<file path="config.mk">
export PLATFORM = sky130hd
export DESIGN_NAME = eipd_top
export DESIGN_NICKNAME = d
export VERILOG_FILES = /design/src/eipd_pkg.sv /design/src/eipd_pin_if.sv /design/src/eipd_pin_detect.sv /design/src/eipd_top.sv
export SDC_FILE = /design/constraint.sdc
export NUM_CORES = 1
export LEC_CHECK = 0
export ABC_AREA = 1
export BUFFER_PORTS_ARGS = -buffer_cell sky130_fd_sc_hd__buf_2
export CAP_MARGIN = 20
export CORE_UTILIZATION = 30
export CTS_CLUSTER_DIAMETER = 120
export DETAILED_ROUTE_END_ITERATION = 8
export PLACE_DENSITY = 0.65
export SLEW_MARGIN = 20
export SYNTH_ARGS = -nofsm -noshare
export SYNTH_HDL_FRONTEND = slang
export SYNTH_HIERARCHICAL = 1
export SYNTH_SLANG_ARGS = --single-unit
export TNS_END_PERCENT = 50
</file>
<file path="constraint.sdc">
create_clock -name pclk -period 1.5 [get_ports pclk]
set_input_delay 0.075 -clock pclk [delete_from_list [all_inputs] [get_ports pclk]]
set_output_delay 0.075 -clock pclk [all_outputs]
set_load 0.05 [all_outputs]
</file>
<file path="src/eipd_pkg.sv">
// Purpose : Constants and types shared by the external pin detector.
// Assumes : 32-bit APB, one aligned word per register.
// Notes   : Register word offsets are byte addresses.
package eipd_pkg;
   // Register byte offsets
   localparam logic [7:0] EIPD_SC_OFF     = 8'h00;
   localparam logic [7:0] EIPD_IRQ_ST_OFF = 8'h04;
   localparam logic [7:0] EIPD_IRQ_MK_OFF = 8'h08;
   // Field positions of the status and control register
   localparam int EIPD_BIT_RSVD  = 7;
   localparam int EIPD_BIT_PDD   = 6;
   localparam int EIPD_BIT_EDG   = 5;
   localparam int EIPD_BIT_PE    = 4;
   localparam int EIPD_BIT_FLAG  = 3;
   localparam int EIPD_BIT_ACK   = 2;
   localparam int EIPD_BIT_IE    = 1;
   localparam int EIPD_BIT_MOD   = 0;
   // Reset values
   localparam logic [7:0]  EIPD_SC_RST   = 8'h00;
   localparam logic        EIPD_BIT_RST  = 1'h0;
   localparam logic [31:0] EIPD_ZERO_W   = 32'h0000_0000;
   // Interrupt status bit positions
   localparam int EIPD_EV_DETECT = 0;
   localparam int EIPD_NUM_EV    = 1;
   // Bus response state
   typedef enum logic [0:0] {EIPD_IDLE, EIPD_ACCESS} eipd_bus_type;
endpackage : eipd_pkg

</file>
<file path="src/eipd_pin_if.sv">
// Purpose : Bundle between the top and the pin detector.
// Assumes : Single pclk domain.
// Notes   : Detector owns the synchroniser and event outputs.
`timescale 1ns/1ps
interface eipd_pin_if;
   logic polarity;  // 1 selects rising / high
   logic enable;    // Pin function enable
   logic asserted;  // Synchronised pin at its asserted level
   logic edge_ev;   // One-cycle pulse on deasserted to asserted
   modport det (input polarity, input enable,
                output asserted, output edge_ev);
   modport ctl (output polarity, output enable,
                input asserted, input edge_ev);
endinterface : eipd_pin_if

</file>
<file path="src/eipd_pin_detect.sv">
// Purpose : Synchronise the pin and find edges of the selected polarity.
// Assumes : Pin is asynchronous to pclk.
// Notes   : Two flip-flops precede any logic that reads the pin.
`timescale 1ns/1ps
module eipd_pin_detect
   import eipd_pkg::*;
#(
   parameter int SYNC_STAGES = 2
)(
   input  wire logic  pclk,
   input  wire logic  presetn,
   input  wire logic  pin_in,
   eipd_pin_if.det    pif
);
   // Fewer than two stages would let a metastable level reach logic
   if (SYNC_STAGES < 2)
   begin : g_bad_sync
      $error("eipd_pin_detect: SYNC_STAGES must be at least 2");
   end

   logic [SYNC_STAGES-1:0] sync_q;
   logic                   prev_q;
   wire                    pin_s = sync_q[SYNC_STAGES-1];

   // Synchroniser chain; first stage feeds only the next stage
   always_ff @(posedge pclk or negedge presetn)
   begin
      if (!presetn)
         sync_q <= '0;
      else
         sync_q <= {sync_q[SYNC_STAGES-2:0], pin_in};
   end

   // Polarity folds both senses onto one asserted level
   wire asserted_now = pif.enable & (pin_s ~^ pif.polarity);

   // Previous asserted state, cleared while disabled, so enabling
   // onto an asserted pin is taken as an edge
   always_ff @(posedge pclk or negedge presetn)
   begin
      if (!presetn)
         prev_q <= EIPD_BIT_RST;
      else
         prev_q <= asserted_now;
   end

   assign pif.asserted = asserted_now;
   assign pif.edge_ev  = asserted_now & ~prev_q;

   AST_EDGE_NEEDS_PRIOR_LOW: assert property (@(posedge pclk)
      disable iff (!presetn) pif.edge_ev |-> !$past(asserted_now))
      else $error("edge reported without prior deasserted level");
   AST_DISABLED_NO_EVENT: assert property (@(posedge pclk)
      disable iff (!presetn) !pif.enable |-> !pif.edge_ev && !pif.asserted)
      else $error("event seen while pin function disabled");
endmodule : eipd_pin_detect

</file>
<file path="src/eipd_top.sv">
// Purpose : External interrupt pin detector with APB register access.
// Assumes : 32-bit APB slave, pclk 40 MHz, presetn async active low.
// Notes   : Summary of operation below; interrupt status is extra.
//
// Summary of operation
// - Control register bit 7 always reads zero
// - Pull disable bit turns internal pullup off
// - Polarity bit selects falling/low or rising/high
// - Rising polarity with pin enabled forces pullup off
// - Pin enable gates all event detection
// - Event flag read only, shows pending event
// - Writing one to acknowledge clears event flag
// - Acknowledge zero ignored, always reads zero
// - Level mode keeps flag while pin asserted
// - Request enable drives CPU request from flag
// - Mode bit adds level detection to edges
// - Edge means deasserted to asserted transition
`timescale 1ns/1ps
module eipd_top
   import eipd_pkg::*;
#(
   parameter int SYNC_STAGES = 2 // Pin synchroniser depth
)(
   input  wire logic        pclk,
   input  wire logic        presetn,
   input  wire logic        psel,
   input  wire logic        penable,
   input  wire logic        pwrite,
   input  wire logic [7:0]  paddr,
   input  wire logic [31:0] pwdata,
   input  wire logic [3:0]  pstrb,
   output logic             pready,
   output logic [31:0]      prdata,
   output logic             pslverr,
   input  wire logic        irq_pin,
   output logic             pullup_en,
   output logic             cpu_irq_req,
   output logic             irq
);
   eipd_pin_if pif ();

   // Control bits
   logic pdd_q, edg_q, pe_q, ie_q, mod_q;
   logic flag_q, flag_d;
   logic [EIPD_NUM_EV-1:0] ist_q, ist_d, imk_q;
   eipd_bus_type           bus_q;

   // Fewer than two stages would let a metastable level reach logic
   if (SYNC_STAGES < 2)
   begin : g_bad_sync
      $error("eipd_top: SYNC_STAGES must be at least 2");
   end

   eipd_pin_detect #(.SYNC_STAGES(SYNC_STAGES)) u_det (
      .pclk    (pclk),
      .presetn (presetn),
      .pin_in  (irq_pin),
      .pif     (pif)
   );

   assign pif.polarity = edg_q;
   assign pif.enable   = pe_q;

   // Bus decode
   wire setup    = psel & ~penable;
   wire access   = psel & penable & pready;
   wire wr_en    = access & pwrite & pstrb[0];
   wire hit_sc   = (paddr == EIPD_SC_OFF);
   wire hit_ist  = (paddr == EIPD_IRQ_ST_OFF);
   wire hit_imk  = (paddr == EIPD_IRQ_MK_OFF);
   wire hit_any  = hit_sc | hit_ist | hit_imk;
   wire wr_sc    = wr_en & hit_sc;
   wire wr_ist   = wr_en & hit_ist;
   wire wr_imk   = wr_en & hit_imk;

   // Acknowledge is a write strobe only, never stored
   wire ack_wr   = wr_sc & pwdata[EIPD_BIT_ACK];

   // Events that set the flag: edges always, level when mode set
   wire level_ev = mod_q & pif.asserted;
   wire set_ev   = pif.edge_ev | level_ev;

   // Set wins over acknowledge so a coincident event is kept
   always_comb
   begin
      flag_d = flag_q;
      if (ack_wr)
         flag_d = 1'b0;
      if (set_ev)
         flag_d = 1'b1;
   end

   // Sticky interrupt status; write one clears, set wins
   always_comb
   begin
      ist_d = ist_q;
      if (wr_ist)
         ist_d = ist_q & ~pwdata[EIPD_NUM_EV-1:0];
      ist_d[EIPD_EV_DETECT] = ist_d[EIPD_EV_DETECT] | set_ev;
   end

   // Control register write
   always_ff @(posedge pclk or negedge presetn)
   begin
      if (!presetn)
      begin
         pdd_q <= EIPD_BIT_RST;
         edg_q <= EIPD_BIT_RST;
         pe_q  <= EIPD_BIT_RST;
         ie_q  <= EIPD_BIT_RST;
         mod_q <= EIPD_BIT_RST;
      end
      else if (wr_sc)
      begin
         pdd_q <= pwdata[EIPD_BIT_PDD];
         edg_q <= pwdata[EIPD_BIT_EDG];
         pe_q  <= pwdata[EIPD_BIT_PE];
         ie_q  <= pwdata[EIPD_BIT_IE];
         mod_q <= pwdata[EIPD_BIT_MOD];
      end
   end

   // Flag and interrupt status
   always_ff @(posedge pclk or negedge presetn)
   begin
      if (!presetn)
      begin
         flag_q <= EIPD_BIT_RST;
         ist_q  <= '0;
         imk_q  <= '0;
      end
      else
      begin
         flag_q <= flag_d;
         ist_q  <= ist_d;
         if (wr_imk)
            imk_q <= pwdata[EIPD_NUM_EV-1:0];
      end
   end

   // Pullup: on only when enabled, not disabled, not rising polarity
   wire pullup_d = pe_q & ~pdd_q & ~edg_q;
   // Request is built from the next flag, so it changes with flag_q and stays registered
   wire cpu_req_d = ie_q & flag_d;
   wire irq_d     = |(ist_d & imk_q);

   always_ff @(posedge pclk or negedge presetn)
   begin
      if (!presetn)
      begin
         pullup_en   <= EIPD_BIT_RST;
         cpu_irq_req <= EIPD_BIT_RST;
         irq         <= EIPD_BIT_RST;
      end
      else
      begin
         pullup_en   <= pullup_d;
         cpu_irq_req <= cpu_req_d;
         irq         <= irq_d;
      end
   end

   // Read mux; bit 7 and acknowledge bit are constant zero
   wire [7:0] sc_rd = {1'b0, pdd_q, edg_q, pe_q, flag_q,
                       1'b0, ie_q, mod_q};
   wire [31:0] rd_mux = hit_sc  ? {24'h00_0000, sc_rd} :
                        hit_ist ? {{(32-EIPD_NUM_EV){1'b0}}, ist_q} :
                        hit_imk ? {{(32-EIPD_NUM_EV){1'b0}}, imk_q} :
                        EIPD_ZERO_W;

   // APB: no wait state; pready and prdata come from flops loaded in the setup cycle
   always_ff @(posedge pclk or negedge presetn)
   begin
      if (!presetn)
      begin
         bus_q   <= EIPD_IDLE;
         pready  <= 1'b0;
         prdata  <= EIPD_ZERO_W;
         pslverr <= 1'b0;
      end
      else
      begin
         case (bus_q)
            EIPD_IDLE:
            begin
               if (setup)
               begin
                  bus_q   <= EIPD_ACCESS;
                  pready  <= 1'b1;
                  prdata  <= pwrite ? EIPD_ZERO_W : rd_mux;
                  pslverr <= ~hit_any;
               end
            end
            EIPD_ACCESS:
            begin
               bus_q   <= EIPD_IDLE;
               pready  <= 1'b0;
               pslverr <= 1'b0;
            end
            default:
               bus_q <= EIPD_IDLE;
         endcase
      end
   end

   // Checks: register readback
   AST_RSVD_READS_ZERO: assert property (@(posedge pclk)
      disable iff (!presetn) access && !pwrite && hit_sc |->
      prdata[EIPD_BIT_RSVD] == 1'b0)
      else $error("reserved bit read as one");
   AST_ACK_READS_ZERO: assert property (@(posedge pclk)
      disable iff (!presetn) access && !pwrite && hit_sc |->
      prdata[EIPD_BIT_ACK] == 1'b0)
      else $error("acknowledge bit read as one");

   // Checks: pullup control
   // A stale pullup would fight an external pull device on the pin
   AST_PULLUP_RULE: assert property (@(posedge pclk)
      disable iff (!presetn) pe_q && !pdd_q && !edg_q |=> pullup_en)
      else $error("pullup off although enabled");
   AST_PDD_PULLUP_OFF: assert property (@(posedge pclk)
      disable iff (!presetn) pdd_q |=> !pullup_en)
      else $error("pullup on although disabled by software");
   AST_RISING_NO_PULLUP: assert property (@(posedge pclk)
      disable iff (!presetn) pe_q && edg_q |=> !pullup_en)
      else $error("pullup on with rising polarity");
   AST_DISABLED_NO_PULLUP: assert property (@(posedge pclk)
      disable iff (!presetn) !pe_q |=> !pullup_en)
      else $error("pullup on while pin function disabled");

   // Checks: event flag set and clear
   // Set wins, so a clear is only expected with no event pending
   AST_ACK_CLEARS: assert property (@(posedge pclk)
      disable iff (!presetn) ack_wr && !set_ev |=> !flag_q)
      else $error("acknowledge did not clear flag");
   AST_ACK_ZERO_KEEPS: assert property (@(posedge pclk)
      disable iff (!presetn) flag_q && !ack_wr |=> flag_q)
      else $error("flag cleared without acknowledge");
   AST_LEVEL_HOLDS: assert property (@(posedge pclk)
      disable iff (!presetn) mod_q && pif.asserted |=> flag_q)
      else $error("flag clear while level asserted");
   AST_LEVEL_ACK_BLOCKED: assert property (@(posedge pclk)
      disable iff (!presetn) ack_wr && level_ev |=> flag_q)
      else $error("acknowledge cleared flag under held level");
   AST_ACK_LEVEL_CLEARS: assert property (@(posedge pclk)
      disable iff (!presetn) mod_q && ack_wr && !pif.asserted |=> !flag_q)
      else $error("acknowledge ignored after level released");
   AST_EDGE_SETS: assert property (@(posedge pclk)
      disable iff (!presetn) pif.edge_ev |=> flag_q)
      else $error("edge did not set flag");
   AST_EDGE_ONLY_ACK_CLEARS: assert property (@(posedge pclk)
      disable iff (!presetn) !mod_q && ack_wr && !pif.edge_ev |=> !flag_q)
      else $error("edge-only mode kept flag after acknowledge");
   AST_LEVEL_NEEDS_MODE: assert property (@(posedge pclk)
      disable iff (!presetn) set_ev && !pif.edge_ev |-> mod_q)
      else $error("level event in edge-only mode");
   AST_FLAG_CAUSE: assert property (@(posedge pclk)
      disable iff (!presetn) !flag_q ##1 flag_q |->
      $past(set_ev))
      else $error("flag set without event");
   AST_FLAG_READ_ONLY: assert property (@(posedge pclk)
      disable iff (!presetn) wr_sc && !ack_wr && !set_ev |=>
      flag_q == $past(flag_q))
      else $error("control write changed the event flag");
   AST_NO_EV_DISABLED: assert property (@(posedge pclk)
      disable iff (!presetn) !pe_q && !flag_q && !ack_wr |=> !flag_q)
      else $error("flag set while pin disabled");
   AST_FLAG_NEEDS_ENABLE: assert property (@(posedge pclk)
      disable iff (!presetn) !flag_q ##1 flag_q |-> $past(pe_q))
      else $error("flag rose while pin function disabled");
   AST_EDGE_NEEDS_ENABLE: assert property (@(posedge pclk)
      disable iff (!presetn) pif.edge_ev |-> pe_q)
      else $error("edge seen while pin function disabled");
   AST_EDGE_ONE_CYCLE: assert property (@(posedge pclk)
      disable iff (!presetn) pif.edge_ev |=> !pif.edge_ev)
      else $error("held level reported as repeated edges");

   // Checks: CPU request
   // Request is registered from the next flag, so it tracks flag_q
   AST_REQ_FOLLOWS: assert property (@(posedge pclk)
      disable iff (!presetn) ##1 cpu_irq_req == (ie_q && flag_q) ||
      $changed(ie_q) || $changed(flag_q))
      else $error("cpu request does not follow flag");
   AST_REQ_OFF_IE_LOW: assert property (@(posedge pclk)
      disable iff (!presetn) !ie_q |=> !cpu_irq_req)
      else $error("cpu request with request enable clear");
   AST_REQ_TRACKS_FLAG: assert property (@(posedge pclk)
      disable iff (!presetn) ie_q |=> cpu_irq_req == flag_q)
      else $error("cpu request differs from flag");
   AST_REQ_NEEDS_FLAG: assert property (@(posedge pclk)
      disable iff (!presetn) cpu_irq_req |-> flag_q)
      else $error("cpu request without pending flag");

   // Main scenarios reached
   COV_EDGE_EVENT: cover property (@(posedge pclk)
      disable iff (!presetn) pif.edge_ev && !mod_q);
   COV_LEVEL_BLOCKS_ACK: cover property (@(posedge pclk)
      disable iff (!presetn) ack_wr && level_ev);
   COV_REQUEST: cover property (@(posedge pclk)
      disable iff (!presetn) cpu_irq_req && irq);
   COV_RISING_EVENT: cover property (@(posedge pclk)
      disable iff (!presetn) pif.edge_ev && edg_q);
   COV_EXT_PULL_EVENT: cover property (@(posedge pclk)
      disable iff (!presetn) pif.edge_ev && pdd_q);
endmodule : eipd_top

</file>
# Word level (Yosys, flattened, before mapping)
# Index checks and enable logic that the tools add are counted.
[op_classes]
n_eq_ne = 3
n_mux = 13
n_bitwise = 29
n_reduce_logical = 2
[op_table]
columns = ["op", "n"]
rows = [
  ["$and 1x1->1", 17],
  ["$mux 7", 2],
  ["$eq 8x3->1 const B", 1],
  ["$eq 8x4->1 const B", 1],
  ["$logic_not 8->1", 1],
  ["$mux 1", 8],
  ["$not 1->1", 7],
  ["$pmux 1 s2", 3],
  ["$or 1x1->1", 4],
  ["$ne 2x2->1 const B", 1],
  ["$reduce_and 2->1", 1],
  ["$xnor 1x1->1", 1],
]
[totals]
reg_bits = 49
inputBits = 50
out_inout_bits = 37
word_cells = 64

# Longest topological paths before layout
# Gate-level depths: netlist of the first run.
[depth]
depth_word = 9
ltp_mapped = 8
depth_no_buf = 8

# By module
# The synthesis of the first run kept the hierarchy.
[modules_own_cells]
columns = ["module", "n_inst", "cells_per_inst", "area_each_um2"]
rows = [
  ["eipd_top", 1, 131, 1141.1],
  ["eipd_pin_detect", 1, 10, 110.1],
]

# Worst setup path after synthesis of the first run
# OpenSTA, ideal clock, no wires.
[synth_timing]
path_type = "flip-flop to flip-flop"
from = "reg pready"
to = "reg cpu_irq_req"
setup_ps = 129
arrival_ps = 1207
t_required_ps = 1371
slack_ps = 164
stages_incl_launch_ff = 6
path_buffers = 0
cell_sequence = "dfrtp_1 -> nand3_1 -> nor2_4 -> nand3_1 -> nand2_1 -> a21oi_1"
[synth_between]
elab_chain_len = 8
[synth_rtl]
columns = ["element", "line_no", "rtl"]
rows = [
  ["start: declaration", "eipd_top.sv:32", "output logic pready,"],
  ["start signal: assignment", "eipd_top.sv:177", "pready <= 1'b0;"],
  ["start signal: assignment", "eipd_top.sv:189", "pready <= 1'b1;"],
  ["start signal: assignment", "eipd_top.sv:197", "pready <= 1'b0;"],
  ["$and 1x1->1", "eipd_top.sv:66", "wire access = psel & penable & pready;"],
  ["$and 1x1->1 (2 in series)", "eipd_top.sv:67", "wire wr_en = access & pwrite & pstrb[0];"],
  ["$and 1x1->1", "eipd_top.sv:72", "wire wr_sc = wr_en & hit_sc;"],
  ["$and 1x1->1", "eipd_top.sv:77", "wire ack_wr = wr_sc & pwdata[EIPD_BIT_ACK];"],
  ["$mux 1", "eipd_top.sv:87", "if (ack_wr)"],
  ["$mux 1", "eipd_top.sv:89", "if (set_ev)"],
  ["$and 1x1->1", "eipd_top.sv:144", "wire cpu_req_d = ie_q & flag_d;"],
  ["named net cpu_req_d", "eipd_top.sv:144", ""],
  ["end signal: assignment", "eipd_top.sv:158", "cpu_irq_req <= cpu_req_d;"],
  ["end: declaration", "eipd_top.sv:37", "output logic cpu_irq_req,"],
]
# The timed path passes the listed nets, and every way through them passes these cells.
# A chain may end at the register's enable or synchronous reset.

# Worst setup path in the final report of the first run
[layout_timing]
from = "reg edg_q"
to = "reg irq"
[layout_between]
elab_chain_len = 6
word_cells_on_any_way = 7
cone_classes = "bitwise (7)"
[layout_rtl]
columns = ["element", "line_no", "rtl"]
rows = [
  ["start: declaration", "eipd_top.sv:43", "logic pdd_q, edg_q, pe_q, ie_q, mod_q;"],
  ["start signal: assignment", "eipd_top.sv:116", "edg_q <= pwdata[EIPD_BIT_EDG];"],
  ["$xnor 1x1->1 *", "eipd_pin_detect.sv:35", "wire asserted_now = pif.enable & (pin_s ~^ pif.polarity);"],
  ["$and 1x1->1 *", "eipd_pin_detect.sv:35", ""],
  ["named net pif.asserted", "eipd_pin_if.sv:8", "logic asserted;"],
  ["$and 1x1->1, on equally long branches", "eipd_pin_detect.sv:48, eipd_top.sv:80", ""],
  ["$or 1x1->1 *", "eipd_top.sv:81", "wire set_ev = pif.edge_ev | level_ev;"],
  ["$or 1x1->1 *", "eipd_top.sv:99", "ist_d[EIPD_EV_DETECT] = ist_d[EIPD_EV_DETECT] | set_ev;"],
  ["$and 1x1->1 *", "eipd_top.sv:145", "wire irq_d = |(ist_d & imk_q);"],
  ["named net irq_d", "eipd_top.sv:145", ""],
  ["end signal: assignment", "eipd_top.sv:159", "irq <= irq_d;"],
  ["end: declaration", "eipd_top.sv:38", "output logic irq"],
]
# The timed path passes the listed nets; every way through them passes the cells marked *.

==> out/qor.tcl, run 1 <==
set qor(run_status) {complete, no violations}
set qor(first_global_vias) 790
set qor(final.hold.worst_slack_ns) 0.0666
set qor(tightest_slew_ns) 0.501
set qor(post_synth_num_cell_types) 19
set qor(timing.reg2reg.worst_path_depth) 6
set qor(vias_per_cell) 3.80
set qor(layout-drive-gt1-share_pct) 27.1
set qor(tritoncts_num_sinks) 23
set qor(ir_drop_worst_case_vdd_v) 0.000282
set qor(h_tree_lvls) 1
set qor(critical-path-max-stage-delay_ns) 0.41
set qor(ys.warnings.count) 6
set qor(power.leakage_uw) 0.000825
set qor(setup.reg_to_reg.worst_slack_ns) 0.28
set qor(hold_viol) 0
set qor(die_area_um2) 4430
set qor(max_cap_viol_count) 0
set qor(powerDensity_nw_per_um2) 899
set qor(placement_rows) 23
set qor(timing.rr.start) {edg_q$_DFFE_PN0P_}
set qor(via_count) 863
set qor(antenna_found_initial) 0
set qor(floorplan.core_area_um2) 4000
set qor(muxShareOfSynthArea_pct) 0
set qor(worstHoldStart) {pwdata[5]}
set qor(synth_compound_gate_area_share_pct) 7.00
set qor(boundaryPins) 87
set qor(grt_first_pass_wirelength_um) 3220
set qor(final-max-slew-violation-count) 0
set qor(grt_max_degree) 24
set qor(holdPathEnd) {edg_q$_DFFE_PN0P_}
set qor(syn-instance-count) 141
set qor(synthSimpleGateAreaFrac_pct) 25.7
set qor(timing.fmax_mhz) 820
set qor(dieWidth_um) 66.6
set qor(post_synth_xor_xnor_area_pct) 0
set qor(tritoncts_clock_tree) {done}
set qor(detail_route.wirelength_um) 1920
set qor(drtAntennaViolNets) 0
set qor(hold-path-cell-count) 3
set qor(place.detailed.instances) 221
set qor(largest_family_of_logic_cells_by_synthesized_area) {simple AND/OR/NAND/NOR gates}
set qor(place_hpwl_um) 1580
set qor(setup_viol_count_final) 0
set qor(dr.first_iter.drc_count) 23
set qor(crit_path_max_fanout) 4
set qor(cp_slowest_cell) {sky130_fd_sc_hd__dfrtp_1}
set qor(synth_sequential_area_ratio_pct) 46.0
set qor(synth_largest_area_cell) {sky130_fd_sc_hd__dfrtp_1}
set qor(yosys.area.top_type_share_pct) 46.0
set qor(grt_usage_pct) 9.49
set qor(timing.rr.end) {irq$_DFF_PN0_}
set qor(cts_buffers) 3
set qor(clk_latency_ns) 0.26
set qor(synth_fa_ha_area_share_pct) 0
set qor(critPathBufInv) 2
set qor(relSlewSlack_pct) 66.6
set qor(fin_setup_tns_ns) 0
set qor(ys_ff_latch) 23
set qor(critical_path.cell_chain) {inv_1 > nand2_1 > nand3_2 > inv_1 > a21oi_1 > a21boi_0}
set qor(critPathLaunchType) {flip-flop}
set qor(postCtsSetupBuffers) 0
set qor(critical_path_class) {reg2reg}
set qor(fp.dieH_um) 66.6
set qor(cts.reportedPaths.clkPinSlew_ns) 0.08
set qor(fraction_of_the_cycle_the_final_worst_path_needs_pct) 81.3
set qor(post_synth_instance_area_um2) 1250
set qor(drc_errors) 0
set qor(worst-endpoint-arrival_ns) 1.35
set qor(final_net_count) 228
set qor(setup.worst_path.end_class) {flip-flop}
set qor(numPortBuffers) 31
set qor(synthToLayoutAreaGrowth_pct) 14.6
set qor(worst_hold_path_type) {in2reg}
set qor(placer_congestion_estimate) 0.730
set qor(start_util_pct) 31.3
set qor(num_antenna_cells) 0
set qor(number_of_detailed_routing_iterations_run_before_antenna_repair) 4
set qor(worst_path_most_repeated_cell) {sky130_fd_sc_hd__inv_1}
set qor(grt_remaining_overflow) 0
set qor(clock-root-buffer) {sky130_fd_sc_hd__clkbuf_8}
set qor(final_cells) 227
set qor(final.min_clock_period_ns) 1.22
set qor(timing.clock.skew_ns) 0.00356
set qor(synth.area.top_cells) {sky130_fd_sc_hd__dfrtp_1 46%, sky130_fd_sc_hd__buf_4 16%, sky130_fd_sc_hd__nand2_1 7.8%}
set qor(unrepaired_setup_endpoints_after_global_routing) {no}
set qor(detail_route.wl_per_cell_um) 8.47
set qor(cp_data_required_time_ns) 1.63
set qor(cts_buffer_depth) 2
set qor(critPathTopFamily) {compound AO/OA/AOI/OAI gates}
set qor(syn_avg_cell_area_um2) 8.87
-- stage by stage --
stage	area (µm²)	total power, µW	util [%]	worst slack, ns
after floorplan	1350	922	-	0.164
after global placement	1370	929	34.2	0.273
after detailed placement	1370	931	34.2	0.288
after CTS	1430	1310	35.8	0.261
after global routing	1430	1350	35.8	0.130
final	1430	1290	35.8	0.280
-- layout by cell type, fill, tap and decap left out, drive strengths merged --
master,n
clkbuf,3
dfrtp,23
nor2,17
conb,26
nand3,6
nand3b,2
a21boi,1
nand2,29
o21ai,8
inv,18
a21oi,8
dlygate4sd3,2
nor3,2
clkinv,1
buf,31
-- repair_timing --
| item | 4_1_cts | 5_1_grt |
|---|---|---|
| setup endpoints to repair | 0 | 0 |
| hold buffers | 2 | 0 |
| hold endpoints to repair | 24 | 0 |
| resized for setup | 0 | 0 |
-- report_power, final --
group	leakage, µW	internal [µW]	switching [µW]	total (µW)
Clock	0.0000255	185	184	369
Combinational	0.000527	45.7	233	279
Sequential	0.000273	634	7.88	641
-- registers in the layout (all words and copies together), names as in the netlist --
signal	flops
pslverr	1
ist_q	1
imk_q	1
pdd_q	1
bus_q	1
u_det/sync_q	2
edg_q	1
pullup_en	1
mod_q	1
flag_q	1
pe_q	1
cpu_irq_req	1
u_det/prev_q	1
irq	1
prdata	6
pready	1
ie_q	1
-- cell usage after synthesis --
master                      n
sky130_fd_sc_hd__nand3_2    1
sky130_fd_sc_hd__o21ai_1    8
sky130_fd_sc_hd__nand2_2    1
sky130_fd_sc_hd__nor2_1     9
sky130_fd_sc_hd__nor3_1     2
sky130_fd_sc_hd__dfrtp_1   23
sky130_fd_sc_hd__a21oi_1    8
sky130_fd_sc_hd__nand3b_1   2
sky130_fd_sc_hd__nand2_4    2
sky130_fd_sc_hd__nand3_4    1
sky130_fd_sc_hd__nor2_2     2
sky130_fd_sc_hd__nand2_1   26
sky130_fd_sc_hd__inv_1     18
sky130_fd_sc_hd__nor2_4     5
sky130_fd_sc_hd__buf_4     26
sky130_fd_sc_hd__nand3_1    4
sky130_fd_sc_hd__a21boi_0   1
sky130_fd_sc_hd__nor2_8     1
sky130_fd_sc_hd__conb_1     1
-- layer usage --
metal / global-route usage [%] / routed length [µm] / up-vias
li1: - / - / 454
met1: 11.6 / 805 / 382
met2: 16.7 / 1010 / 25
met3: 1.03 / 81 / 2
met4: 3.99 / 26 / 0
met5: 0 / 0 / -
-- worst max-delay path by stage --
stage | startpoint | endpoint | slack, ns | cells after the start
2_1_floorplan | pready$_DFFE_PN0P_ | cpu_irq_req$_DFF_PN0_ | 0.16 | 5
3_3_place_gp | edg_q$_DFFE_PN0P_ | irq$_DFF_PN0_ | 0.27 | 6
3_5_place_dp | edg_q$_DFFE_PN0P_ | irq$_DFF_PN0_ | 0.29 | 6
4_1_cts | edg_q$_DFFE_PN0P_ | irq$_DFF_PN0_ | 0.26 | 6
5_1_grt | edg_q$_DFFE_PN0P_ | irq$_DFF_PN0_ | 0.13 | 6
6_report | edg_q$_DFFE_PN0P_ | irq$_DFF_PN0_ | 0.28 | 6
-- cells by family after synthesis --
kind of cell | after synthesis
simple gates | 56
buf+inv | 44
flops | 23
compound gates | 17
other cells | 1
-- layout make-up --
class | count | area (µm²)
tap | 50 | 62.6
sequential | 23 | 576
clock inverter | 1 | 5.00
fill | 438 | 2570
timing repair buffer | 33 | 175
multi-input combinational | 99 | 507
clock buffer | 3 | 41.3
inverter | 18 | 67.6
-- worst min-delay path: stages --
cell                      delay [ns]
sky130_fd_sc_hd__buf_2          0.07
sky130_fd_sc_hd__nor2_1         0.03
sky130_fd_sc_hd__a21oi_1        0.10
Power figures use the tool's default switching activity.
==> run 2, diff against run 1 <==
ABC_AREA = 0   (was 1)
PLACE_DENSITY = 0.68   (was 0.65)
clock period = 1.1 ns   (was 1.5 ns; I/O delays follow)
==> out/qor.tcl, run 2 <==
set qor(setup.worst_path.end_class) {flip-flop}
set qor(critPathLaunchType) {primary input}
set qor(tritoncts_clock_tree) {done}
set qor(postSynth.asyncResetShare_pct) 100
set qor(floorplan.core_area_um2) 3770
set qor(finalPower_uw) 1800
set qor(setup.reg_to_reg.worst_slack_ns) -0.40
set qor(syn-instance-count) 108
set qor(final_net_count) 211
set qor(dr.first_iter.drc_count) 28
set qor(final-max-slew-violation-count) 0
set qor(detail_route.wl_per_cell_um) 11.2
set qor(number_of_synthesized_flops_with_an_enable_pin) 0
set qor(place_hpwl_um) 1750
set qor(antenna_found_initial) 0
set qor(worst-endpoint-arrival_ns) 1.65
set qor(synthFlopType) {sky130_fd_sc_hd__dfrtp_1}
set qor(vias_per_cell) 4.38
set qor(largest_regs) {prdata (6), u_det/sync_q (2)}
set qor(first_global_vias) 839
set qor(yosys.area.top_type_share_pct) 47.6
set qor(synth_most_common_cell) {sky130_fd_sc_hd__buf_4}
set qor(unrepaired_setup_endpoints_after_global_routing) {yes}
set qor(largest_reg_flops) 6
set qor(run_status) {finished, violations left}
set qor(placement_rows) 22
set qor(hold-path-cell-count) 2
set qor(setup_viol_count_final) 17
set qor(holdPathEnd) {pdd_q$_DFFE_PN0P_}
set qor(cts_buffer_depth) 2
set qor(synth_largest_area_cell) {sky130_fd_sc_hd__dfrtp_1}
set qor(fp.dieH_um) 65.5
set qor(ir_drop_worst_case_vdd_v) 0.000820
set qor(powerDensity_nw_per_um2) 1130
set qor(largest_family_of_logic_cells_by_synthesized_area) {buffers and inverters}
set qor(ys_top_cells_by_count) {26 x sky130_fd_sc_hd__buf_4, 23 x sky130_fd_sc_hd__dfrtp_1, 6 x sky130_fd_sc_hd__nor2b_1}
set qor(final_util_pct) 42.1
set qor(h_tree_lvls) 1
set qor(drtAntennaViolNets) 0
set qor(worst_hold_path_type) {in2reg}
set qor(boundaryPins) 87
set qor(timing.reg2reg.worst_path_depth) 3
set qor(via_count) 911
set qor(final.hold.worst_slack_ns) 0.0280
set qor(ys.warnings.count) 6
set qor(cts_buffers) 3
set qor(largest_register) {prdata}
set qor(number_of_detailed_routing_iterations_run_before_antenna_repair) 4
set qor(tritoncts_num_sinks) 23
set qor(ys_ff_latch) 23
set qor(synth.area.top_cells) {sky130_fd_sc_hd__dfrtp_1 48%, sky130_fd_sc_hd__buf_4 16%, sky130_fd_sc_hd__mux2_4 6.2%}
set qor(timing.rr.start) {pready$_DFFE_PN0P_}
set qor(synthToLayoutAreaGrowth_pct) 31.4
set qor(max_cap_viol_count) 0
set qor(muxShareOfSynthArea_pct) 7.14
set qor(fraction_of_the_cycle_the_final_worst_path_needs_pct) 137
set qor(grt_usage_pct) 11.4
set qor(grt_remaining_overflow) 0
set qor(synth_compound_gate_area_share_pct) 10.0
set qor(layout-drive-gt1-share_pct) 50.0
set qor(post_synth_xor_xnor_area_pct) 0.725
set qor(placer_congestion_estimate) 0.834
set qor(clock-root-buffer) {sky130_fd_sc_hd__clkbuf_8}
set qor(mostFrequentLayoutCells) {31 x sky130_fd_sc_hd__buf_2, 26 x sky130_fd_sc_hd__conb_1, 22 x sky130_fd_sc_hd__dfrtp_1, 16 x sky130_fd_sc_hd__buf_4}
set qor(die_area_um2) 4290
set qor(synth_fa_ha_area_share_pct) 0
set qor(grt_max_degree) 24
set qor(hold_viol) 0
set qor(cp_data_required_time_ns) 1.24
set qor(numPortBuffers) 31
set qor(dieWidth_um) 65.5
set qor(violations) {setup timing}
set qor(detail_route.wirelength_um) 2340
set qor(syn_avg_cell_area_um2) 11.2
set qor(drc_errors) 0
set qor(post_synth_num_cell_types) 35
set qor(layout_commonest_cell) {sky130_fd_sc_hd__buf_2}
set qor(power.leakage_uw) 0.000858
set qor(setup_ws_ns) -0.406
set qor(cts.reportedPaths.clkPinSlew_ns) 0.07
set qor(synthSimpleGateAreaFrac_pct) 15.7
set qor(timing.rr.end) {edg_q$_DFFE_PN0P_}
set qor(final.min_clock_period_ns) 1.51
set qor(fin_setup_tns_ns) -4.03
set qor(critical_path_class) {in2reg}
set qor(synth_sequential_area_ratio_pct) 47.6
set qor(grt_first_pass_wirelength_um) 3710
set qor(clk_latency_ns) 0.26
set qor(timing.clock.skew_ns) 0.00552
set qor(start_util_pct) 32.1
set qor(worstHoldStart) {pwdata[6]}
set qor(timing.fmax_mhz) 664
set qor(post_synth_instance_area_um2) 1210
set qor(crit_path_max_fanout) 7
set qor(num_antenna_cells) 0
## run 2: worst max-delay path by stage
stage                             from           endpoint  cells after the start
floorplan           pready$_DFFE_PN0P_  edg_q$_DFFE_PN0P_                      4
global placement              paddr[1]  pdd_q$_DFFE_PN0P_                      4
detailed placement            paddr[1]  mod_q$_DFFE_PN0P_                      4
CTS                 pready$_DFFE_PN0P_  edg_q$_DFFE_PN0P_                      3
global route        pready$_DFFE_PN0P_  edg_q$_DFFE_PN0P_                      3
finish                        paddr[1]  edg_q$_DFFE_PN0P_                      4
## run 2: per-layer routing
layer	wire length [µm]	share of wire [%]	GRT usage [%]	vias up
li1	-	-	-	433
met1	1040	45	14.3	428
met2	1130	48	20.0	50
met3	163	7.0	3.30	0
met4	0	0	0.815	0
met5	0	0	0	-
## run 2: cell families after synthesis
logic type	after synthesis
simple gates	31
xor+xnor	1
buf+inv	31
other cells	1
flops	23
mux	6
compound gates	15
## run 2: stage by stage
step	setup slack (ns)	instances	instance area, µm²
finish	-0.406	208	1590
global route	-0.421	208	1590
CTS	-0.485	207	1560
detailed placement	-0.703	200	1430
global placement	-0.669	200	1430
floorplan	-0.625	133	1300
## run 2: critical path, stage by stage
cell and delay [ns]:
sky130_fd_sc_hd__buf_2 0.11, sky130_fd_sc_hd__or4_4 0.54, sky130_fd_sc_hd__or4_4 0.62, sky130_fd_sc_hd__mux2_4 0.33
## run 2: layout make-up
| cell class | count | area [µm²] |
|---|---|---|
| sequential | 23 | 577 |
| multi-input combinational | 79 | 569 |
| inverter | 2 | 7.51 |
| clock buffer | 4 | 45.0 |
| tap | 48 | 60.1 |
| timing repair buffer | 52 | 329 |
| fill | 370 | 2180 |
## run 2: where the power goes
part,internal (µW),switching [µW],total [µW]
Combinational,101,316,416
Clock,258,246,504
Sequential,865,11.3,876
## run 2: repair_timing
item,CTS,global route
gates resized for setup,11,5
buffers inserted,1,1
setup endpoints to repair,16,17
endpoints found under the hold margin,24,0
hold buffers,2,0
pin swaps,9,4
gates cloned,0,0
